### config.mk
export PLATFORM = sky130hd
export DESIGN_NAME = acms_monitor
export DESIGN_NICKNAME = d
export VERILOG_FILES = /design/src/hdl/acms_pkg.sv /design/src/hdl/acms_monitor.sv
export VERILOG_INCLUDE_DIRS = /design/src /design/src/hdl
export SDC_FILE = /design/constraint.sdc
export NUM_CORES = 1
export LEC_CHECK = 0
export BUFFER_PORTS_ARGS = -buffer_cell sky130_fd_sc_hd__buf_2
export CORE_ASPECT_RATIO = 1.4
export CORE_MARGIN = 8
export CORE_UTILIZATION = 40
export DETAILED_ROUTE_END_ITERATION = 16
export PLACE_DENSITY = 0.62
export SLEW_MARGIN = 30
export SYNTH_ARGS = -nofsm -noshare
export SYNTH_HDL_FRONTEND = slang
export SYNTH_SLANG_ARGS = --single-unit
### constraint.sdc
create_clock -name clock -period 1.9 [get_ports clock]
set_clock_uncertainty 0.1 [all_clocks]
set_input_delay 0.38 -clock clock [delete_from_list [all_inputs] [get_ports clock]]
set_output_delay 0.38 -clock clock [all_outputs]
set_load 0.03 [all_outputs]
### src/hdl/acms_consts.svh
// Purpose: Offsets, bit positions and timing counts of the clock monitor status block
// Assumes: Core clock of 20 MHz (50 ns)
// Notes:   Times are kept in ns; cycle counts are derived from them
`ifndef ACMS_CONSTS_SVH
`define ACMS_CONSTS_SVH

// Register offsets
`define ACMS_ADDR_DETECT     8'h5e
`define ACMS_ADDR_ERROR      8'h5f
`define ACMS_ADDR_MUTE       8'h6c

// Bit positions, detector flags
`define ACMS_DET_SYS_MISSING 6
`define ACMS_DET_BOTH_MISS   4
`define ACMS_DET_SYS_INVALID 2
`define ACMS_DET_BIT_INVALID 1
`define ACMS_DET_RATE_INV    0
// Bit positions, error flags
`define ACMS_ERR_HALT        4
`define ACMS_ERR_MISSING     2
`define ACMS_ERR_RESYNC      1
`define ACMS_ERR_CLOCK       0
// Bit positions, mute monitors
`define ACMS_MUTE_DUMMY_L    5
`define ACMS_MUTE_DUMMY_R    4
`define ACMS_MUTE_LEFT       1
`define ACMS_MUTE_RIGHT      0

// Bit clock ratio window, in bit clocks per frame
`define ACMS_BIT_RATIO_MIN   9'h020
`define ACMS_BIT_RATIO_MAX   9'h100
// Frame clock low period at or under this many bit clocks is flagged
`define ACMS_FRAME_LOW_BITS  9'h005

// Timing
`define ACMS_CLK_NS          50
`define ACMS_BIT_LOST_NS     2000
`define ACMS_FRAME_LOST_NS   100000
`define ACMS_SYS_LOST_NS     1000
`define ACMS_RESYNC_NS       10000
`define ACMS_CYC(ns)         ((ns + `ACMS_CLK_NS - 1) / `ACMS_CLK_NS)

`endif

### src/hdl/acms_pkg.sv
// Purpose: Types shared by the clock monitor status block
// Assumes: Nothing beyond the constants header
// Notes:   Pin group and live detector flags travel as packed structs
`default_nettype none
package acms_pkg;
  // Pins sampled from outside the core clock domain
  typedef struct packed {
    logic bit_clock;
    logic frame_clock;
    logic sys_clock;
    logic left_mute_n;
    logic right_mute_n;
    logic dummy_left_mute_n;
    logic dummy_right_mute_n;
  } acms_pins_s;

  // Live detector conditions
  typedef struct packed {
    logic sys_missing;
    logic both_missing;
    logic sys_invalid;
    logic bit_invalid;
    logic rate_invalid;
    logic clock_error;
  } acms_detect_s;
endpackage
`default_nettype wire

### src/hdl/acms_monitor.sv
// Purpose: Clock detector and read-only status registers of the audio clock monitor
// Assumes: Link clocks and mute levels arrive asynchronously and are sampled at 20 MHz
// Notes:   Reads return data one cycle after the request; reading the error register clears the halt latch
`include "acms_consts.svh"
`default_nettype none

module acms_monitor (
  input  wire logic                clock,         // Core clock, 20 MHz
  input  wire logic                rstn,          // Asynchronous reset, active low
  input  wire acms_pkg::acms_pins_s pins,         // Link clocks and mute levels
  input  wire logic                ignore_errors, // Error handling set to ignore errors; hides only rate_invalid
  input  wire logic                rd_en,         // Register read strobe
  input  wire logic [7:0]          rd_addr,       // Register offset
  output logic      [7:0]          rd_data,       // Read data, one cycle later
  output logic                     rd_valid       // Read data valid pulse
);
  localparam logic [11:0] BIT_CYC    = 12'(`ACMS_CYC(`ACMS_BIT_LOST_NS));
  localparam logic [11:0] FRAME_CYC  = 12'(`ACMS_CYC(`ACMS_FRAME_LOST_NS));
  localparam logic [11:0] SYS_CYC    = 12'(`ACMS_CYC(`ACMS_SYS_LOST_NS));
  localparam logic [11:0] RESYNC_CYC = 12'(`ACMS_CYC(`ACMS_RESYNC_NS));

  acms_pkg::acms_pins_s sync1;      // First synchroniser stage
  acms_pkg::acms_pins_s sync2;      // Second stage, safe to use
  acms_pkg::acms_pins_s sync3;      // Delayed copy for edge finding
  logic [11:0]          bit_timer;  // Cycles since last bit clock edge
  logic [11:0]          frame_timer;// Cycles since last frame clock edge
  logic [11:0]          sys_timer;  // Cycles since last system clock edge
  logic [8:0]           bit_cnt;    // Bit clocks in current frame
  logic [8:0]           low_cnt;    // Bit clocks while frame clock low
  logic [8:0]           bit_ratio;  // Bit clocks in last frame
  logic [8:0]           prev_ratio; // Bit clocks in frame before that
  logic [8:0]           low_bits;   // Low period of last frame
  logic                 sys_seen;   // System clock edge seen this frame
  logic                 sys_ok;     // Last frame held system clock edges
  acms_pkg::acms_detect_s detect;   // Registered detector flags
  acms_pkg::acms_detect_s next_detect;
  logic                 halt_latch; // Sticky system clock halt
  logic [11:0]          resync_cnt; // Resync cycles remaining
  logic [3:0]           mute_q;     // Registered mute monitors

  // Saturating timer, cleared by an edge
  function automatic logic [11:0] timer_step(input logic [11:0] t, input logic clr);
    return clr ? 12'h000 : ((t == 12'hfff) ? t : t + 12'h001);
  endfunction

  wire bit_rise   = sync2.bit_clock & ~sync3.bit_clock;
  wire frame_rise = sync2.frame_clock & ~sync3.frame_clock;
  wire bit_edge   = sync2.bit_clock ^ sync3.bit_clock;
  wire frame_edge = sync2.frame_clock ^ sync3.frame_clock;
  wire sys_edge   = sync2.sys_clock ^ sync3.sys_clock;
  wire halt_set   = next_detect.sys_missing & ~detect.sys_missing;
  wire err_read   = rd_en && (rd_addr == `ACMS_ADDR_ERROR);

  // Two flops before any logic looks at the pins
  always_ff @(posedge clock or negedge rstn) begin
    if (!rstn) begin
      sync1 <= '0;
      sync2 <= '0;
      sync3 <= '0;
    end else begin
      sync1 <= pins;
      sync2 <= sync1;
      sync3 <= sync2;
    end
  end

  // Activity timers; a dead clock stops clearing its timer
  always_ff @(posedge clock or negedge rstn) begin
    if (!rstn) begin
      bit_timer   <= 12'hfff;
      frame_timer <= 12'hfff;
      sys_timer   <= 12'hfff;
    end else begin
      bit_timer   <= timer_step(bit_timer, bit_edge);
      frame_timer <= timer_step(frame_timer, frame_edge);
      sys_timer   <= timer_step(sys_timer, sys_edge);
    end
  end

  // Per-frame measurement, captured at each frame clock rise
  always_ff @(posedge clock or negedge rstn) begin
    if (!rstn) begin
      bit_cnt    <= 9'h000;
      low_cnt    <= 9'h000;
      bit_ratio  <= 9'h000;
      prev_ratio <= 9'h000;
      low_bits   <= 9'h000;
      sys_seen   <= 1'b0;
      sys_ok     <= 1'b0;
    end else if (frame_rise) begin
      bit_ratio  <= bit_cnt;
      prev_ratio <= bit_ratio;
      low_bits   <= low_cnt;
      sys_ok     <= sys_seen;
      bit_cnt    <= {8'h00, bit_rise};
      low_cnt    <= 9'h000;
      sys_seen   <= sys_edge;
    end else begin
      // Saturate so very long frames read as out of range
      if (bit_rise && bit_cnt != 9'h1ff) bit_cnt <= bit_cnt + 9'h001;
      if (bit_rise && !sync2.frame_clock && low_cnt != 9'h1ff) low_cnt <= low_cnt + 9'h001;
      if (sys_edge) sys_seen <= 1'b1;
    end
  end

  // Live detector conditions
  always_comb begin
    logic frame_lost;
    logic bit_lost;
    frame_lost = (frame_timer >= FRAME_CYC);
    bit_lost   = (bit_timer >= BIT_CYC);
    next_detect.sys_missing  = (sys_timer >= SYS_CYC);
    next_detect.both_missing = frame_lost & bit_lost & ~sync2.frame_clock & ~sync2.bit_clock;
    next_detect.sys_invalid  = next_detect.sys_missing | ~sys_ok | frame_lost
                             | (low_bits <= `ACMS_FRAME_LOW_BITS);
    next_detect.bit_invalid  = frame_lost | (bit_ratio != prev_ratio)
                             | (bit_ratio < `ACMS_BIT_RATIO_MIN)
                             | (bit_ratio > `ACMS_BIT_RATIO_MAX);
    // Undetectable rate is hidden when errors are ignored
    next_detect.rate_invalid = frame_lost & ~ignore_errors;
    next_detect.clock_error  = next_detect.sys_missing | next_detect.sys_invalid
                             | next_detect.bit_invalid | next_detect.rate_invalid;
  end

  // Status follows the detector every cycle
  always_ff @(posedge clock or negedge rstn) begin
    if (!rstn) begin
      detect <= '0;
      mute_q <= 4'h0;
    end else begin
      detect <= next_detect;
      mute_q <= {sync2.dummy_left_mute_n, sync2.dummy_right_mute_n,
                 sync2.left_mute_n, sync2.right_mute_n};
    end
  end

  // Halt latch; a new halt in the read cycle wins over the clear
  always_ff @(posedge clock or negedge rstn) begin
    if (!rstn) halt_latch <= 1'b0;
    else if (halt_set) halt_latch <= 1'b1;
    else if (err_read) halt_latch <= 1'b0;
  end

  // Resync window starts when a clock error goes away
  always_ff @(posedge clock or negedge rstn) begin
    if (!rstn) resync_cnt <= 12'h000;
    else if (next_detect.clock_error) resync_cnt <= 12'h000;
    else if (detect.clock_error) resync_cnt <= RESYNC_CYC;
    else if (resync_cnt != 12'h000) resync_cnt <= resync_cnt - 12'h001;
  end

  // Read port; unmapped offsets read as zero, reserved bits as zero
  always_ff @(posedge clock or negedge rstn) begin
    if (!rstn) begin
      rd_data  <= 8'h00;
      rd_valid <= 1'b0;
    end else begin
      rd_valid <= rd_en;
      rd_data  <= 8'h00;
      if (rd_en) begin
        case (rd_addr)
          `ACMS_ADDR_DETECT: begin
            rd_data[`ACMS_DET_SYS_MISSING] <= detect.sys_missing;
            rd_data[`ACMS_DET_BOTH_MISS]   <= detect.both_missing;
            rd_data[`ACMS_DET_SYS_INVALID] <= detect.sys_invalid;
            rd_data[`ACMS_DET_BIT_INVALID] <= detect.bit_invalid;
            rd_data[`ACMS_DET_RATE_INV]    <= detect.rate_invalid;
          end
          `ACMS_ADDR_ERROR: begin
            rd_data[`ACMS_ERR_HALT]    <= halt_latch;
            rd_data[`ACMS_ERR_MISSING] <= detect.both_missing;
            rd_data[`ACMS_ERR_RESYNC]  <= (resync_cnt != 12'h000);
            rd_data[`ACMS_ERR_CLOCK]   <= detect.clock_error;
          end
          `ACMS_ADDR_MUTE: begin
            rd_data[`ACMS_MUTE_DUMMY_L] <= mute_q[3];
            rd_data[`ACMS_MUTE_DUMMY_R] <= mute_q[2];
            rd_data[`ACMS_MUTE_LEFT]    <= mute_q[1];
            rd_data[`ACMS_MUTE_RIGHT]   <= mute_q[0];
          end
          default: rd_data <= 8'h00;
        endcase
      end
    end
  end

  // Checks; timeout checks start only once the sampled reset is high, since at the
  // release edge the flags still hold their reset values
  property p_bit_short;
    @(posedge clock) disable iff (!rstn)
    frame_rise && (bit_cnt < `ACMS_BIT_RATIO_MIN) |=> ##1 detect.bit_invalid;
  endproperty
  a_bit_short: assert property (p_bit_short) else $error("short bit clock ratio not flagged");

  property p_rate_lost;
    @(posedge clock) disable iff (!rstn)
    rstn && (frame_timer >= FRAME_CYC) && !ignore_errors |=> detect.rate_invalid;
  endproperty
  a_rate_lost: assert property (p_rate_lost) else $error("lost frame clock not flagged");

  property p_rate_ignored;
    @(posedge clock) disable iff (!rstn)
    ignore_errors |=> !detect.rate_invalid;
  endproperty
  a_rate_ignored: assert property (p_rate_ignored) else $error("rate flag shown while ignored");

  property p_halt_read;
    @(posedge clock) disable iff (!rstn)
    err_read && halt_latch |=> rd_valid && rd_data[`ACMS_ERR_HALT] && (halt_latch == $past(halt_set));
  endproperty
  a_halt_read: assert property (p_halt_read) else $error("halt latch read or clear wrong");

  property p_missing_low;
    @(posedge clock) disable iff (!rstn)
    detect.both_missing |-> $past(!sync2.bit_clock && !sync2.frame_clock);
  endproperty
  a_missing_low: assert property (p_missing_low) else $error("missing flag with clocks high");

  property p_resync_hold;
    @(posedge clock) disable iff (!rstn)
    $fell(detect.clock_error) && !next_detect.clock_error ##1 !next_detect.clock_error[*7]
      |-> (resync_cnt != 12'h000);
  endproperty
  a_resync_hold: assert property (p_resync_hold) else $error("resync window ended early");

  property p_error_any;
    @(posedge clock) disable iff (!rstn)
    detect.bit_invalid || detect.sys_missing |-> detect.clock_error;
  endproperty
  a_error_any: assert property (p_error_any) else $error("clock error flag missing");

  property p_mute_read;
    @(posedge clock) disable iff (!rstn)
    rd_en && (rd_addr == `ACMS_ADDR_MUTE)
      |=> rd_data[`ACMS_MUTE_DUMMY_L] == $past(sync3.dummy_left_mute_n)
       && rd_data[`ACMS_MUTE_RIGHT] == $past(sync3.right_mute_n);
  endproperty
  a_mute_read: assert property (p_mute_read) else $error("mute monitor read wrong");

  property p_sys_lost;
    @(posedge clock) disable iff (!rstn)
    rstn && (sys_timer >= SYS_CYC) |=> detect.sys_missing && detect.sys_invalid;
  endproperty
  a_sys_lost: assert property (p_sys_lost) else $error("system clock loss not flagged");

  property p_short_low;
    @(posedge clock) disable iff (!rstn)
    rstn && (low_bits <= `ACMS_FRAME_LOW_BITS) |=> detect.sys_invalid;
  endproperty
  a_short_low: assert property (p_short_low) else $error("short frame low not flagged");

  property p_detect_read;
    @(posedge clock) disable iff (!rstn)
    rd_en && (rd_addr == `ACMS_ADDR_DETECT) |=> rd_data[`ACMS_DET_BIT_INVALID] == $past(detect.bit_invalid);
  endproperty
  a_detect_read: assert property (p_detect_read) else $error("detector read not live");
endmodule // acms_monitor
`default_nettype wire

# Yosys cells after proc, flatten, opt, wreduce, memory -nomap -nowiden
# Cells that the tools add are included.
# totals
ram_bits	0
latch_bits	0
out_inout_bits	9
wordCells	122
mem_bits_ro	0
inputBits	19
register_bits	131
n_memories	0
# classes
n_shift	0
mul	0
n_div	0
eq_ne	12
add_sub_neg	6
muxes	23
magnitude_cmp	6
n_reduce_logical	11
n_bitwise	26
# op_table
cell	n
2-to-1 mux 12 bit	9
adder 12 x 1 -> 12 bit, second input constant	3
equality test 12 bit, second input constant	3
2-to-1 mux 9 bit	4
equality test 8 x 7 -> 1 bit, second input constant	3
adder 9 x 1 -> 9 bit, second input constant	2
inequality test 9 bit, second input constant	2
greater-or-equal comparator 12 x 11 -> 1 bit, second input constant	1
greater-or-equal comparator 12 x 5 -> 1 bit, second input constant	1
greater-or-equal comparator 12 x 6 -> 1 bit, second input constant	1
nonzero test 12 bit	1
subtractor 12 x 1 -> 12 bit, second input constant	1
> comparator 9 bit, second input constant	1
less-or-equal comparator 9 x 3 -> 1 bit, second input constant	1
< comparator 9 x 6 -> 1 bit, second input constant	1
inequality test 9 bit	1
bitwise OR 1 bit	9
nonzero test 2 bit	4
AND 1 bit	7
2-to-1 mux 7 bit	1
inverter 1 bit	7
2-to-1 mux 1 bit	6
inequality test 2 bit, second input constant	3
case mux 2 bit (3 select lines)	1
other kinds (6)	11

# Logic depth before layout (Yosys ltp)
# depth
ltp_word	8
ltp_mapped	9
depth_no_buf	8

# Worst setup path after synthesis
# No wires, ideal clock.
# synth_timing
kind	register -> register
from	reg low_cnt[2]
to	reg low_cnt[7]
t_arrival_ps	1792
n_path_buf	0
slack_ps	-124
setup_ps	132
path_stages_with_launch	8
cell_sequence	dfrtp_1 -> and4_1 -> and4_1 -> ha_1 -> nor3b_2 -> nand4_1 -> xor2_1 -> nor2_1
# synth_between
elab_chain_len	3
elab_cells_between_ends	6
# synth_lines
element	line_no	source
from (decl)	acms_monitor.sv:29	logic [8:0] low_cnt;
from (signal assigned)	acms_monitor.sv:101	if (bit_rise && !sync2.frame_clock && low_cnt != 9'h1ff) low_cnt <= low_cnt + 9'h001;
adder 9 x 1 -> 9 bit / inequality test 9 bit (equally long branches)	acms_monitor.sv:101	
2-to-1 mux 9 bit / logical AND 1 bit (equally long branches)	acms_monitor.sv:101	
2-to-1 mux 9 bit / nonzero test 2 bit (equally long branches)	--	
# Parallel ways exist; a longest one is shown, timed or not. The select of a mux whose other input is x is not followed.
# A chain may end at the register's enable or synchronous reset.

# Final worst setup path
# layout_timing
from	reg bit_timer[4]
to	reg bit_timer[9]
# layout_between
elab_chain_len	3
elab_cells_between_ends	5
# layout_lines
element	line_no	source
from (decl)	acms_monitor.sv:25	logic [11:0] bit_timer;
from (signal assigned)	acms_monitor.sv:74	bit_timer <= timer_step(bit_timer, bit_edge);
adder 12 x 1 -> 12 bit	acms_monitor.sv:43	return clr ? 12'h000 : ((t == 12'hfff) ? t : t + 12'h001);
2-to-1 mux 12 bit (2 in a row)	acms_monitor.sv:43	
# Parallel ways exist; a longest one is shown, timed or not. The select of a mux whose other input is x is not followed.

==> impl_metrics.yaml <==
run_status:
  status: "completed"
route:
  route.detailed.wl_per_inst_um: 14.3
  ant_nets: 0
  finalWirelength_mm: 11.9
  vias: 4340
  via_per_inst: 5.19
  drtIter0Drc: 212
  dr.pass1.iters: 4
  drc: 0
synthesis:
  syn_area_um2: 6020
  ys_warn_count: 0
  synth_top_family_by_area: "simple AND/OR/NAND/NOR gates"
  synth_mux_area_frac: 0.0836
  synth_simple_gate_area_frac: 0.195
  synth.distinct_cells: 61
  syn_inst: 531
  dominantRegCellSynth: "dfrtp_1"
  synth_edf_count: 0
  seq_area_frac_synth: 0.544
  avgSynthCellArea_um2: 11.3
  synthAdderAreaFrac: 0.0270
  synth_compound_area_frac: 0.0838
  synth_seq_cells: 129
  synthXorXnorAreaFrac: 0.0451
  synthArstFlopShare: 1.00
cts:
  cts_root_buf: "clkbuf_16"
  clk-insertion-delay-late_ps: 410
  htreeDepth: 4
  cts_tree: "built"
  clk_pin_slew_ps: 60
  clk_path_buf_depth: 2
  cts.sinks: 129
  numCtsBuffers: 17
placement:
  dpl_cell_area_um2: 6780
  hpwl_mm: 8.35
  dp_cells: 789
  io_buffers: 25
  place_ws_ps: -41.6
  place_congestion: 0.832
cells_and_area:
  nets: 664
  final_util: 0.511
  synthToLayoutAreaGrowth_pct: 26.2
  drive_gt1_frac: 0.332
  antenna_cells: 0
  final_cells: 837
  fin_area_um2: 7600
grt:
  grt_pass1_wl_mm: 20.4
  gr-total-overflow: 0
  grt_pass1_vias: 4434
  grt_usage: 0.128
  grt_max_degree: 50
  antenna_found_initial: 0
critical_path:
  cp_slowest_cell: "dfstp_2"
  cp.arrival_ps: 2090
  r2r_start: "bit_timer[4]"
  ff2ff_setup_slack_ps: 50
  startpoint: "bit_timer[4]"
  path_depth: 4
  critPathMaxFanout: 5
  cp-endpoint: "bit_timer[9]"
  worstPathCellList: "nand3_4 -> or3_4 -> or4_1 -> a21oi_2"
  required_ps: 2140
  cp_top_family: "simple AND/OR/NAND/NOR gates"
  max_stage_delay_ps: 590
  critPathBufInv: 0
  end_kind: "flip-flop"
  crit_type: "reg -> reg"
  timing.rr.end: "bit_timer[9]"
  rr_worst_depth: 4
  start_kind: "flip-flop"
pwr:
  pwr-share-comb: 0.101
  seqPwrFrac: 0.438
  max-vdd-ir-drop_uv: 520
  p_int_mw: 5.06
  p_sw_mw: 1.73
  swShare: 0.255
  leakagePower_nw: 3.39
  power.share.clock: 0.461
  powerDensity_nw_per_um2: 894
sta:
  finalCritPeriodShare: 0.973
  tns_ps: 0
  worst_slack_ps: 50.8
  slew_viol_final: 0
  timing.fmax_ghz: 0.541
  setup_violations: 0
  layout_min_cycle_time_ps: 1850
  rsz0062_at_grt: "yes"
  hold_viol: 0
die:
  die_h_um: 161
  num_io_pins: 28
  die_x_um: 120
  start_util: 0.405
  core_area_um2: 14900
  rows: 53
  dieArea_um2: 19300
min_path:
  min_path_type: "in -> reg"
run:
  maxCapViolCount: 0
## how the worst min path moves through the flow
stage,startpoint,to,slack (ps),depth (start not counted)
2_1_floorplan,rstn,bit_cnt[0],-20,0
3_3_place_gp,rstn,detect[4],230,1
3_5_place_dp,rstn,detect[4],230,1
4_1_cts,ignore_errors,detect[1],20,2
5_1_grt,ignore_errors,detect[1],30,2
6_report,ignore_errors,detect[1],40,2
## layout make-up
| type | count | area [µm²] |
|---|---|---|
| flip-flops and latches | 129 | 3270 |
| fillers | 1347 | 7260 |
| well taps | 192 | 240 |
| repair buffers | 93 | 706 |
| clock inverters | 15 | 149 |
| clock buffers | 17 | 425 |
| inverters | 20 | 75.1 |
| multi-input cells | 371 | 2730 |
## stage by stage
| stage | hold slack, ps | power (mW) |
|---|---|---|
| after CTS | 21.0 | 6.85 |
| after global routing | 27.1 | 7.09 |
| after detailed placement | 228 | 3.66 |
| after global placement | 228 | 3.63 |
| final | 41.2 | 6.79 |
| after floorplan | -15.6 | 3.35 |
## power groups by stage
| stage | clock [mW] | sequential [mW] | combinational [mW] |
|---|---|---|---|
| floorplan | 0 | 3.02 | 0.333 |
| global placement | 0 | 3.02 | 0.616 |
| detailed placement | 0 | 3.02 | 0.632 |
| CTS | 3.22 | 2.98 | 0.652 |
| global route | 3.33 | 2.99 | 0.773 |
| finish | 3.13 | 2.97 | 0.688 |
## what timing repair did
item                                   4_1_cts  5_1_grt
hold buffers                                 9        0
gates resized for setup                      1       20
setup endpoints to repair                    4       23
pin swaps                                    1        9
endpoints found under the hold margin       12        0
buffers inserted                             1        6
## synthesized netlist by cell type (4+ instances only)
library cell  instances  share of area
nor4_1               13          0.014
mux2i_1              21          0.035
inv_1                19          0.012
a21oi_1              14          0.012
clkbuf_1              7         0.0044
o41ai_1               4         0.0058
nand3_1              16          0.013
mux2_2               26          0.049
and3_1                6         0.0062
dfrtp_1              93           0.39
nand4_1              11          0.011
and2_1                5         0.0052
or4_1                 6         0.0075
nor3_1               27          0.022
xnor2_1              12          0.017
nand2_1              35          0.022
o21a_1                5         0.0062
nor2_1               43          0.027
and4_1                5         0.0073
nand2b_1              7         0.0073
o21ai_0              14          0.012
ha_1                 13          0.027
o31ai_1               6         0.0075
dfstp_2              36           0.16
xor2_1               19          0.028
o311ai_0              4         0.0058
a211oi_1              7         0.0087
nor2b_1               5         0.0052
## sequential cells by signal, indices dropped and copies added, names as in the netlist, 7 cells and up
| register | flops |
|---|---|
| bit_timer | 12 |
| frame_timer | 12 |
| resync_cnt | 12 |
| sys_timer | 12 |
| bit_cnt | 9 |
| bit_ratio | 9 |
| low_cnt | 9 |
| prev_ratio | 9 |
| low_bits | 8 |
| sync1 | 7 |
| sync2 | 7 |
## logic make-up (layout without fill, tap and decap cells)
logic type | count (synthesis) | in the layout
XOR/XNOR | 31 | 31
flip-flops | 129 | 129
adder cells (fa/ha/maj) | 13 | 13
buffers and inverters | 32 | 145
other | 1 | 2
AO/OA/AOI/OAI | 72 | 72
AND/OR/NAND/NOR | 206 | 206
multiplexers | 47 | 47
## layout by cell type (no fill, tap or decap), drive strengths merged, types with 9 or more instances in the layout
cell / n
dfstp: 36
dfrtp: 93
inv: 27
xor2: 19
nor2: 43
nand3: 17
mux2i: 21
xnor2: 12
o21ai: 15
ha: 13
clkbuf: 17
buf: 84
nand2: 35
nor3: 27
dlygate4sd3: 9
nor4: 16
mux2: 26
a21oi: 14
nand4: 12
## worst reg2reg max path, stage by stage, from the launching register on
cell	delay, ps
dfstp_2	590
nand3_4	80
or3_4	420
or4_1	430
a21oi_2	160
## layer usage
metal / wire length, µm / vias to the layer above / track usage
li1: - / 2121 / -
met3: 208 / 8 / 0.0356
met1: 5200 / 2178 / 0.147
met4: 129 / 0 / 0.0456
met2: 6400 / 33 / 0.224
met5: 0 / - / 0
Power figures use the tool's default switching activity.
